[src/hdl/via_pkg.sv]
package via_pkg;
  // Register offsets on the plain register port
  localparam logic [7:0] VIA_OFS_VECTOR  = 8'h00;
  localparam logic [7:0] VIA_OFS_STD_EN  = 8'h01;
  localparam logic [7:0] VIA_OFS_MCU_CFG = 8'h02;

  // Values after reset
  localparam logic [7:0] VIA_VECTOR_RST  = 8'h00;
  localparam logic [7:0] VIA_STD_EN_RST  = 8'h00;
  localparam logic [7:0] VIA_MCU_CFG_RST = 8'h00;
  localparam logic [7:0] VIA_RDATA_RST   = 8'h00;

  // Standard enable register fields
  localparam int         VIA_EN_LINE0    = 0;
  localparam int         VIA_EN_TIMER0   = 1;
  localparam int         VIA_EN_LINE1    = 2;
  localparam int         VIA_EN_TIMER1   = 3;
  localparam int         VIA_EN_SERIAL   = 4;
  localparam int         VIA_EN_GLOBAL   = 7;
  localparam logic [7:0] VIA_STD_EN_MASK = 8'h9f;

  // Configuration register field: line one source select
  localparam int         VIA_CFG_LINE1_SEL = 0;

  // Vector layout
  localparam int         VIA_IDX_LSB   = 1;
  localparam int         VIA_GRP_LSB   = 4;
  localparam int         VIA_FIRST_GRP = 1;
  localparam int         VIA_GRP_SLOTS = 8;

  // Core entry addresses
  localparam logic [15:0] VIA_ENTRY_RESET  = 16'h0000;
  localparam logic [15:0] VIA_ENTRY_LINE0  = 16'h0003;
  localparam logic [15:0] VIA_ENTRY_TIMER0 = 16'h000b;
  localparam logic [15:0] VIA_ENTRY_LINE1  = 16'h0013;
  localparam logic [15:0] VIA_ENTRY_TIMER1 = 16'h001b;
  localparam logic [15:0] VIA_ENTRY_SERIAL = 16'h0023;

  // Core interrupt sources in fixed core priority order
  typedef enum logic [2:0] {
    VIA_SRC_LINE0,
    VIA_SRC_TIMER0,
    VIA_SRC_LINE1,
    VIA_SRC_TIMER1,
    VIA_SRC_SERIAL
  } via_core_src_t;
endpackage

[src/hdl/via_aggregator.sv]
// What this block does
// - Any pending peripheral source drives the single level request on line zero.
// - Vector register holds the source code that trapped to entry 0003.
// - Any write to vector retires it and loads the next pending vector.
// - Vector bit 0 always reads zero; codes step by two.
// - Vector reads zero while nothing is pending.
// - Index in bits 3..1, group in bits 7..4, both reset to zero.
// - First come first served within a group; group 4 beats group 1.
// - Fixed hardware priority by group, group 4 highest, group 1 lowest.
// - Priority encoder yields an 8-bit vector covering 32 possible sources.
// - Groups 1 and 2 indices 1..3 are output and input endpoints 1..3.
// - Group 3 holds seven bus events, group 4 holds I2C and endpoint 0.
// - Active-low output mirrors the peripheral request to an external controller.
// - Port-2 active-low inputs are ORed into edge-triggered line one.
// - Line one also feeds the suspend and resume logic for wake-up.
// - Config select bit picks port-3 bit-3 pin (0) or port 2 (1).
// - Global gate bit 7 blocks all five core requests when clear.
// - Enable bits 0..4 read/write, bits 5..6 read zero, reset zero.
// - Core entries: 0000, 0003, 000B, 0013, 001B, 0023.
`timescale 1ns/1ns
module via_aggregator #(
  parameter int NUM_GRP = 4
) (
  // Clock, reset, enable
  input  wire logic        clk,
  input  wire logic        rst,
  input  wire logic        clkEn,
  // Register port
  input  wire logic [7:0]  regAddr,
  input  wire logic [7:0]  regWrData,
  input  wire logic        regWr,
  input  wire logic        regRd,
  output logic      [7:0]  regRdData,
  // Peripheral event pulses
  input  wire logic [2:0]  outEpEvt,
  input  wire logic [2:0]  inEpEvt,
  input  wire logic [6:0]  busEvt,
  input  wire logic [3:0]  grp4Evt,
  // Pins, active low
  input  wire logic [7:0]  port2In_n,
  input  wire logic        port3Bit3_n,
  // Standard core sources and core acknowledge
  input  wire logic        timer0Irq,
  input  wire logic        timer1Irq,
  input  wire logic        serialIrq,
  input  wire logic        coreAck,
  // Core side outputs
  output logic             coreIrqReq,
  output via_pkg::via_core_src_t coreSrc,
  output logic      [15:0] coreEntryAddr,
  output logic             periphIrqLineZero_n,
  output logic             portIrqLineOne_n,
  output logic             lineOneWake,
  output logic             externalHostIrqOut_n
);
  import via_pkg::*;

  localparam int NSLOT  = NUM_GRP * VIA_GRP_SLOTS;
  localparam int SLOT_W = $clog2(NSLOT);

  // Slot number of a nonzero vector
  function automatic logic [SLOT_W-1:0] slotOf(input logic [7:0] v);
    logic [7:0] s;
    s = {1'b0, v[7:VIA_GRP_LSB] - 4'(VIA_FIRST_GRP), v[VIA_GRP_LSB-1:VIA_IDX_LSB]};
    return s[SLOT_W-1:0];
  endfunction

  // Highest group with any pending slot, zero when none
  function automatic logic [3:0] topGroup(input logic [NSLOT-1:0] p);
    logic [3:0] g;
    g = 4'h0;
    for (int k = 0; k < NSLOT; k++) begin
      if (p[k]) begin
        g = 4'(k / VIA_GRP_SLOTS + VIA_FIRST_GRP);
      end
    end
    return g;
  endfunction

  // Entry address of a core source
  function automatic logic [15:0] entryOf(input via_core_src_t s);
    case (s)
      VIA_SRC_LINE0:  return VIA_ENTRY_LINE0;
      VIA_SRC_TIMER0: return VIA_ENTRY_TIMER0;
      VIA_SRC_LINE1:  return VIA_ENTRY_LINE1;
      VIA_SRC_TIMER1: return VIA_ENTRY_TIMER1;
      VIA_SRC_SERIAL: return VIA_ENTRY_SERIAL;
      default:        return VIA_ENTRY_RESET;
    endcase
  endfunction

  logic [7:0]       vec;
  logic [7:0]       stdEn;
  logic [7:0]       mcuCfg;
  logic [NSLOT-1:0] pend;
  logic [2:0]       rank [NSLOT];
  logic [2:0]       next_rank [NSLOT];
  logic [7:0]       next_vec;
  logic [NSLOT-1:0] srcSet;
  logic [NSLOT-1:0] retire;
  logic [NSLOT-1:0] alive;
  logic [NSLOT-1:0] next_pend;
  logic             vecWr;
  logic             stdEnWr;
  logic             cfgWr;
  logic             vecBusy;
  logic             vecLoad;
  logic             line0Act;
  logic [SLOT_W-1:0] curSlot;
  logic [7:0]       p2Meta;
  logic [7:0]       p2Sync;
  logic             p33Meta;
  logic             p33Sync;
  logic             line1Act;
  logic             line1Q;
  logic             line1Flag;
  logic [4:0]       coreReq;
  logic [2:0]       retRank;
  logic             retHit;
  logic [3:0]       cnt;
  logic [7:0]       rdMux;
  via_core_src_t    next_src;

  // Source map: group 1 output endpoints, group 2 input endpoints,
  // group 3 bus events, group 4 I2C and endpoint 0; holes never set
  assign srcSet = NSLOT'({4'h0, grp4Evt, 1'b0, busEvt,
                          4'h0, inEpEvt, 1'b0, 4'h0, outEpEvt, 1'b0});

  // Register decode
  assign vecWr   = regWr && (regAddr == VIA_OFS_VECTOR);
  assign stdEnWr = regWr && (regAddr == VIA_OFS_STD_EN);
  assign cfgWr   = regWr && (regAddr == VIA_OFS_MCU_CFG);

  // Retire the presented source on any vector write; an arrival in the
  // same cycle re-queues it, so the event is never lost
  assign vecBusy   = vec != 8'h00;
  assign curSlot   = slotOf(vec);
  assign retire    = (vecBusy && vecWr) ? (NSLOT'(1) << curSlot) : '0;
  assign alive     = pend & ~retire;
  assign next_pend = alive | srcSet;
  assign vecLoad   = !vecBusy || vecWr;

  // Arrival order per group: ranks stay dense, a retired entry
  // pulls later ones forward, new ones join at the tail
  always_comb begin
    retRank = 3'h0;
    retHit  = 1'b0;
    cnt     = 4'h0;
    for (int s = 0; s < NSLOT; s++) begin
      next_rank[s] = rank[s];
    end
    for (int g = 0; g < NUM_GRP; g++) begin
      retRank = 3'h0;
      retHit  = 1'b0;
      cnt     = 4'h0;
      for (int i = 0; i < VIA_GRP_SLOTS; i++) begin
        if (retire[g*VIA_GRP_SLOTS+i]) begin
          retHit  = 1'b1;
          retRank = rank[g*VIA_GRP_SLOTS+i];
        end
        cnt = cnt + 4'(alive[g*VIA_GRP_SLOTS+i]);
      end
      for (int i = 0; i < VIA_GRP_SLOTS; i++) begin
        if (alive[g*VIA_GRP_SLOTS+i]) begin
          if (retHit && rank[g*VIA_GRP_SLOTS+i] > retRank) begin
            next_rank[g*VIA_GRP_SLOTS+i] = rank[g*VIA_GRP_SLOTS+i] - 3'h1;
          end
        end else if (srcSet[g*VIA_GRP_SLOTS+i]) begin
          next_rank[g*VIA_GRP_SLOTS+i] = cnt[2:0];
          cnt = cnt + 4'h1;
        end
      end
    end
  end

  // Priority encoder: oldest entry per group, later groups override
  // so the highest group wins; empty gives vector zero
  always_comb begin
    next_vec = 8'h00;
    for (int g = 0; g < NUM_GRP; g++) begin
      for (int i = 0; i < VIA_GRP_SLOTS; i++) begin
        if (next_pend[g*VIA_GRP_SLOTS+i] && next_rank[g*VIA_GRP_SLOTS+i] == 3'h0) begin
          next_vec = {4'(g + VIA_FIRST_GRP), 3'(i), 1'b0};
        end
      end
    end
  end

  // Pending flags, ranks and vector; vector holds until written
  always_ff @(posedge clk) begin
    if (rst) begin
      pend <= '0;
      vec  <= VIA_VECTOR_RST;
      for (int s = 0; s < NSLOT; s++) begin
        rank[s] <= 3'h0;
      end
    end else if (clkEn) begin
      pend <= next_pend;
      rank <= next_rank;
      if (vecLoad) begin
        vec <= next_vec;
      end
    end
  end

  // Enable and configuration registers
  always_ff @(posedge clk) begin
    if (rst) begin
      stdEn  <= VIA_STD_EN_RST;
      mcuCfg <= VIA_MCU_CFG_RST;
    end else if (clkEn) begin
      if (stdEnWr) begin
        stdEn <= regWrData & VIA_STD_EN_MASK;
      end
      if (cfgWr) begin
        mcuCfg <= {7'h00, regWrData[VIA_CFG_LINE1_SEL]};
      end
    end
  end

  // Read data one cycle after the strobe; unmapped reads give zero
  always_comb begin
    case (regAddr)
      VIA_OFS_VECTOR:  rdMux = vec;
      VIA_OFS_STD_EN:  rdMux = stdEn;
      VIA_OFS_MCU_CFG: rdMux = mcuCfg;
      default:         rdMux = 8'h00;
    endcase
  end

  always_ff @(posedge clk) begin
    if (rst) begin
      regRdData <= VIA_RDATA_RST;
    end else if (clkEn && regRd) begin
      regRdData <= rdMux;
    end
  end

  // Pin synchronisers; idle level is high on active-low pins
  always_ff @(posedge clk) begin
    if (rst) begin
      p2Meta  <= 8'hff;
      p2Sync  <= 8'hff;
      p33Meta <= 1'b1;
      p33Sync <= 1'b1;
    end else if (clkEn) begin
      p2Meta  <= port2In_n;
      p2Sync  <= p2Meta;
      p33Meta <= port3Bit3_n;
      p33Sync <= p33Meta;
    end
  end

  // Line one source: any low port-2 input when select is set, else the port-3 pin
  assign line1Act = mcuCfg[VIA_CFG_LINE1_SEL] ? !(&p2Sync) : !p33Sync;

  // Peripheral request: pending entries or a vector still shown
  assign line0Act = (|pend) || vecBusy;

  // Edge flag for line one; a new edge beats a same-cycle acknowledge
  always_ff @(posedge clk) begin
    if (rst) begin
      line1Q    <= 1'b0;
      line1Flag <= 1'b0;
    end else if (clkEn) begin
      line1Q <= line1Act;
      if (line1Act && !line1Q) begin
        line1Flag <= 1'b1;
      end else if (coreAck && coreSrc == VIA_SRC_LINE1) begin
        line1Flag <= 1'b0;
      end
    end
  end

  // Core requests gated by own enables and the global gate
  assign coreReq = {serialIrq, timer1Irq, line1Flag, timer0Irq, line0Act}
                 & stdEn[VIA_EN_SERIAL:VIA_EN_LINE0]
                 & {5{stdEn[VIA_EN_GLOBAL]}};

  // Lowest index wins, as the standard core orders its sources
  always_comb begin
    next_src = VIA_SRC_SERIAL;
    for (int k = 4; k >= 0; k--) begin
      if (coreReq[k]) begin
        next_src = via_core_src_t'(3'(k));
      end
    end
  end

  // Registered core and pin outputs
  always_ff @(posedge clk) begin
    if (rst) begin
      coreIrqReq           <= 1'b0;
      coreSrc              <= VIA_SRC_LINE0;
      coreEntryAddr        <= VIA_ENTRY_RESET;
      periphIrqLineZero_n  <= 1'b1;
      externalHostIrqOut_n <= 1'b1;
      portIrqLineOne_n     <= 1'b1;
      lineOneWake          <= 1'b0;
    end else if (clkEn) begin
      coreIrqReq           <= |coreReq;
      coreSrc              <= next_src;
      coreEntryAddr        <= entryOf(next_src);
      periphIrqLineZero_n  <= !line0Act;
      externalHostIrqOut_n <= !line0Act;
      portIrqLineOne_n     <= !line1Act;
      lineOneWake          <= line1Act;
    end
  end

  // Highest pending group, a plain signal so the checks can look back on it
  logic [3:0]       topGrp;
  assign topGrp = topGroup(pend);
endmodule

[config.mk]
export PLATFORM = sky130hd
export DESIGN_NAME = via_aggregator
export DESIGN_NICKNAME = d
export VERILOG_FILES = /design/src/hdl/via_pkg.sv /design/src/hdl/via_aggregator.sv
export SDC_FILE = /design/constraint.sdc
export NUM_CORES = 1
export LEC_CHECK = 0
export BUFFER_PORTS_ARGS = -buffer_cell sky130_fd_sc_hd__buf_2
export CORE_UTILIZATION = 47
export CTS_BUF_LIST = sky130_fd_sc_hd__clkbuf_4 sky130_fd_sc_hd__clkbuf_8
export DETAILED_ROUTE_END_ITERATION = 7
export SLEW_MARGIN = 40
export SYNTH_ARGS = -nofsm -noshare
export SYNTH_HDL_FRONTEND = slang
export SYNTH_SLANG_ARGS = --single-unit
[constraint.sdc]
create_clock -name clk -period 24.4 [get_ports clk]
set_input_delay 2.44 -clock clk [delete_from_list [all_inputs] [get_ports clk]]
set_output_delay 2.44 -clock clk [all_outputs]
set_load 0.01 [all_outputs]
==> impl_metrics.ini, run 1 <==
[clock_tree]
cts-hold-fix-buffers = 0
post_cts_buffers = 0
path_clk_slew_ps = 110
htree_levels = 4
cts_tree = done
cts_buffers = 17
clockBufferDepth = 2
clock_latency_ps = 510
clock-sinks = 179
cts_resized = 0
clock-root-buffer = clkbuf_8

[finish]
fin_util_pct = 52.2
final_cell_mix = 210 x nor2_1, 179 x dfxtp_1, 161 x nand2_1
final_nets = 2219
finalInstanceArea_um2 = 16700
finalNonFillerCells = 2453
layout_commonest_cell = nor2_1
layout-drive-gt1-share_pct = 9.52
fillerInstances = 3179
syn2layout_area_growth_pct = 8.13

[run_status]
outcome = completed

[drt]
drt_iter0_drc = 1161
finalWirelength_um = 47900
wl_per_cell_um = 19.5
ant_nets = 0
drc_errors = 0
via_per_inst = 6.10
dr.pass1.iters = 6
routed-via-count = 15000

[timing]
fin_crit_sh_pct = 46.1
worst-slew-pin-transition_ps = 899
clock_skew_ps = 28.7
drv_slew = 0
whs_ps = 469
finalHoldViolations = 0
fin_crit_ps = 11240
timing.fmax_mhz = 89.0
setup_slack_ps = 13160
relSlewSlack_pct = 40.0
setup_viol = 0
finalSetupTns_ps = 0
rsz0062_at_grt = no

[floorplan]
core_area_um2 = 32000
row_count = 65
ios = 83
die_h_um = 183
die_w_um = 183
dieArea_um2 = 33600
initial_utilization_pct = 48.3

[global_routing]
antenna_found_initial = 0
grt_overflow = 0
grt_max_degree = 123
grt_pass1_wl_um = 76400
grt_usage_pct = 28.9
grt_pass1_vias = 14100

[place]
gp_congestion = 0.945
dpl_worst_slack_ps = 12730
dp.cells = 2420
dpl_cell_area_um2 = 16200
port_buffers = 69
hpwl_um = 36400

[synthesis]
synthCells = 1967
syn_area_um2 = 15400
avgSynthCellArea_um2 = 7.84
yosys_warnings = 0
synth-main-ff-cell = dfxtp_1
synth_edf_count = 0
yosysSeqAreaShare_pct = 23.2
async_flop_share_pct = 0
synth-seq-cells = 179
synth.distinct_cells = 108

[hold_path]
hp-class = reg -> reg
holdCritStartpoint = pend[30]$_SDFFE_PP0P_

[worst_setup_path]
cpPeakStageDelay_ps = 850
cpMostUsedCell = ha_1
crit_start = regAddr[3]
cp_data_arrival_time_ps = 11650
cp-start-kind = primary input
reg2reg_slack_ps = 14980
required_ps = 24810
path_class = in -> reg
cp_max_fo = 14
worstReg2RegStart = vec[5]$_SDFFE_PP0P_
cpMaxStageDelayCell = or4_1
end_kind = register

[pwr]
p_total_mw = 0.948
vdd_drop_max_mv = 0.0487
p_leak_nw = 6.58
p_per_area_nw_per_um2 = 56.8

[job]
maxCapViolations = 0
worst paths after layout:
path / to / depth (start not counted)
max: vec[5]$_SDFFE_PP0P_ / 36
min: pend[30]$_SDFFE_PP0P_ / 2
max reg2reg: vec[5]$_SDFFE_PP0P_ / 36
min reg2reg: pend[30]$_SDFFE_PP0P_ / 2
sequential cells by signal, summed over array words and instances (netlist names), 3 cells and up:
register       count
regRdData          8
rank              96
coreEntryAddr      4
pend              32
stdEn              6
coreSrc            3
vec                6
p2Sync             8
p2Meta             8
critical path: cells and delay by family:
family,cells,cell delay (ps)
AOI/OAI and AO/OA,7,1390
muxes,3,570
buffers and inverters,4,300
and+or+nand+nor,11,2860
adders and majority gates,11,4070
power breakdown:
part | internal, mW | leakage (nW) | switching (mW) | total [mW]
logic | 0.149 | 4.90 | 0.240 | 0.389
clock network | 0.100 | 0.214 | 0.131 | 0.231
registers | 0.309 | 1.46 | 0.0186 | 0.328
cell families (layout without fill, tap and decap cells):
family,count (synthesis),count (layout),synth area share (%)
DFF,179,179,23.2
other,1,12,0.0243
xor gates and xnor gates,69,69,4.46
AOI/OAI and AO/OA,509,509,23.0
adders and majority gates,164,164,14.1
and+or+nand+nor,740,740,24.7
muxes,64,64,4.24
buffers and inverters,241,281,6.31
cells in the mapped netlist (7+ instances only):
library cell,count,share of area (%)
a211o_1,27,1.5
a211oi_1,50,2.4
a21o_1,17,0.83
a21oi_1,114,3.7
a221oi_1,15,0.85
a222oi_1,8,0.52
a22oi_1,21,1.0
a311oi_1,13,0.74
a31oi_1,14,0.57
and2_1,10,0.41
and3_1,33,1.3
buf_2,9,0.29
buf_4,14,0.68
clkbuf_1,64,1.6
dfxtp_1,179,23
fa_1,16,2.1
ha_1,148,12
inv_1,145,3.5
mux2_2,11,0.80
mux2i_1,53,3.4
nand2_1,161,3.9
nand2b_1,32,1.3
nand3_1,53,1.7
nand3b_1,10,0.49
nand4_1,32,1.3
nor2_1,210,5.1
nor2b_1,53,2.1
nor3_1,37,1.2
nor3b_1,15,0.73
nor4_1,23,0.93
nor4b_1,7,0.40
o211a_1,8,0.52
o211ai_1,12,0.58
o21a_1,11,0.54
o21ai_0,88,2.9
o21ai_1,8,0.26
o22ai_1,11,0.45
o31ai_1,8,0.39
or3_1,9,0.36
or4_1,11,0.54
xnor2_1,41,2.3
xor2_1,22,1.2
layer usage:
| metal | vias to the layer above | wire length, µm | track usage (%) |
|---|---|---|---|
| li1 | 7238 | - | - |
| met1 | 7152 | 21800 | 38.5 |
| met2 | 489 | 21500 | 46.6 |
| met3 | 80 | 3160 | 5.16 |
| met4 | 0 | 1430 | 10.0 |
| met5 | - | 0 | 0 |
area by class of cell:
class / instances / area (µm²) / area share [%]
multi-input combinational: 1557 / 11000 / 65.8
sequential: 179 / 3580 / 21.5
timing repair buffer: 99 / 587 / 3.52
inverter: 150 / 563 / 3.38
tap: 435 / 544 / 3.26
clock buffer: 19 / 262 / 1.57
clock inverter: 13 / 168 / 1.01
antenna: 1 / 2.50 / 0.0150
Note: power is estimated with default switching activity, not from simulation.
==> run 2: changes to the inputs <==
ABC_AREA = 1   (was default)
clock period = 11.4 ns   (was 24.4 ns; I/O delays follow)
==> impl_metrics.ini, run 2 <==
[run_status]
outcome = completed

[place]
dpl_cell_area_um2 = 15600
port_buffers = 69
dpl_worst_slack_ps = 1830
dp.cells = 2626
gp_congestion = 0.915
hpwl_um = 31500

[pwr]
p_leak_nw = 7.79
swShare_pct = 41.3
p_per_area_nw_per_um2 = 117
p_total_mw = 1.87
p_clk_share_pct = 25.7
vdd_drop_max_mv = 0.0855
pwr-share-seq_pct = 38.8
p_switching_mw = 0.772
comb_power_share_pct = 35.5
internal_power_mw = 1.10

[timing]
drv_slew = 0
rsz0062_at_grt = no
fin_crit_ps = 9030
setup_viol = 0
whs_ps = 466
relSlewSlack_pct = 42.3
setup_slack_ps = 2370
worst-slew-pin-transition_ps = 856
finalHoldViolations = 0
finalSetupTns_ps = 0
fin_crit_sh_pct = 79.2
clock_skew_ps = 22.2
timing.fmax_mhz = 111

[synthesis]
yosysSeqAreaShare_pct = 24.0
avgSynthCellArea_um2 = 6.75
synth-main-ff-cell = dfxtp_1
ys_top_cells_by_count = 377 x inv_1, 375 x nand2_1, 197 x nor2_1
yosysMostFrequentCell = inv_1
synth.distinct_cells = 68
yosys_warnings = 0
syn_area_um2 = 14900
synthCells = 2210
synth_top_area_share_pct = 24.0
async_flop_share_pct = 0
synth_edf_count = 0
yosysTopAreaCell = dfxtp_1
synth-seq-cells = 179
ys_top_cells_by_area = dfxtp_1 24%, ha_1 12%, inv_1 9.5%

[floorplan]
die_h_um = 180
ios = 83
row_count = 64
core_area_um2 = 30900
dieArea_um2 = 32500
initial_utilization_pct = 48.3
die_w_um = 180

[finish]
regArea_um2 = 3580
fin_util_pct = 51.7
final_cell_mix = 377 x inv_1, 375 x nand2_1, 197 x nor2_1
top_regs = rank (96), pend (32)
syn2layout_area_growth_pct = 7.09
multi_input_area_um2 = 9540
final_nets = 2464
largest_reg_flops = 96
layout-drive-gt1-share_pct = 9.15
regMostFlops = rank
finalNonFillerCells = 2658
diodes = 0
fillerInstances = 3191
layout_commonest_cell = inv_1
finalInstanceArea_um2 = 16000

[clock_tree]
clock_latency_ps = 510
cts-hold-fix-buffers = 0
post_cts_buffers = 0
clockBufferDepth = 2
cts_tree = done
htree_levels = 4
path_clk_slew_ps = 110
cts_buffers = 17
clock-sinks = 179
clock-root-buffer = clkbuf_8
cts_resized = 0

[drt]
finalWirelength_um = 41600
via_per_inst = 5.41
wl_per_cell_um = 15.6
routed-via-count = 14400
drt_iter0_drc = 860
drc_errors = 0
ant_nets = 0
dr.pass1.iters = 6

[worst_setup_path]
cpPeakStageDelay_ps = 520
path_class = in -> reg
cp-start-kind = primary input
cpMaxStageDelayCell = fa_1
required_ps = 11800
cpMostUsedCell = nand2_1
cp_data_arrival_time_ps = 9430
end_kind = register
cp_max_fo = 16

[global_routing]
grt_usage_pct = 25.8
antenna_found_initial = 0
grt_pass1_vias = 13400
grt_pass1_wl_um = 68000
grt_max_degree = 110
grt_overflow = 0

[job]
maxCapViolations = 0

[hold_path]
hp-class = reg -> reg
run 2: path summary, 6_finish.rpt:
kind / start / to / slack, ps / cells after the start
min reg2reg: pend[12]$_SDFFE_PP0P_ / pend[12]$_SDFFE_PP0P_ / 470 / 2
max: regAddr[3] / vec[1]$_SDFFE_PP0P_ / 2370 / 49
min: pend[12]$_SDFFE_PP0P_ / pend[12]$_SDFFE_PP0P_ / 470 / 2
max reg2reg: vec[4]$_SDFFE_PP0P_ / vec[1]$_SDFFE_PP0P_ / 2880 / 47
run 2: cells by family (layout without fill, tap and decap cells):
logic type / after synthesis / after routing / share of synthesized area, %
and+or+nand+nor: 817 / 817 / 24.8
AOI/OAI and AO/OA: 525 / 525 / 20.6
buffers and inverters: 469 / 511 / 12.4
DFF: 179 / 179 / 24.0
adders and majority gates: 164 / 164 / 14.6
xor gates and xnor gates: 55 / 55 / 3.61
other: 1 / 11 / 0.0251
run 2: metal layers:
| metal | up-vias | GRT usage (%) | routed length [µm] |
|---|---|---|---|
| met1 | 6651 | 34.6 | 20000 |
| met3 | 41 | 3.13 | 1530 |
| met5 | - | 0 | 0 |
| met2 | 276 | 43.4 | 19400 |
| li1 | 7415 | - | - |
| met4 | 0 | 7.35 | 708 |
run 2: power groups by stage:
stage,clock network (mW),registers (mW),logic [mW]
after floorplan,0,0.718,0.519
after global placement,0,0.738,0.640
after detailed placement,0,0.738,0.659
after CTS,0.497,0.724,0.664
after global routing,0.518,0.732,0.761
final,0.481,0.725,0.663
run 2: critical path, delay by kind of cell:
kind | cells | cell delay (ps)
AOI/OAI and AO/OA | 8 | 1170
adders and majority gates | 11 | 3890
and+or+nand+nor | 21 | 2600
buffers and inverters | 9 | 590
run 2: cell type report:
cell class	instances	area share, %
Clock inverter	14	1.01
Tap cell	396	3.10
Inverter	396	9.36
Timing Repair Buffer	83	2.87
Clock buffer	18	1.55
Multi-Input combinational cell	1572	59.7
Sequential cell	179	22.4
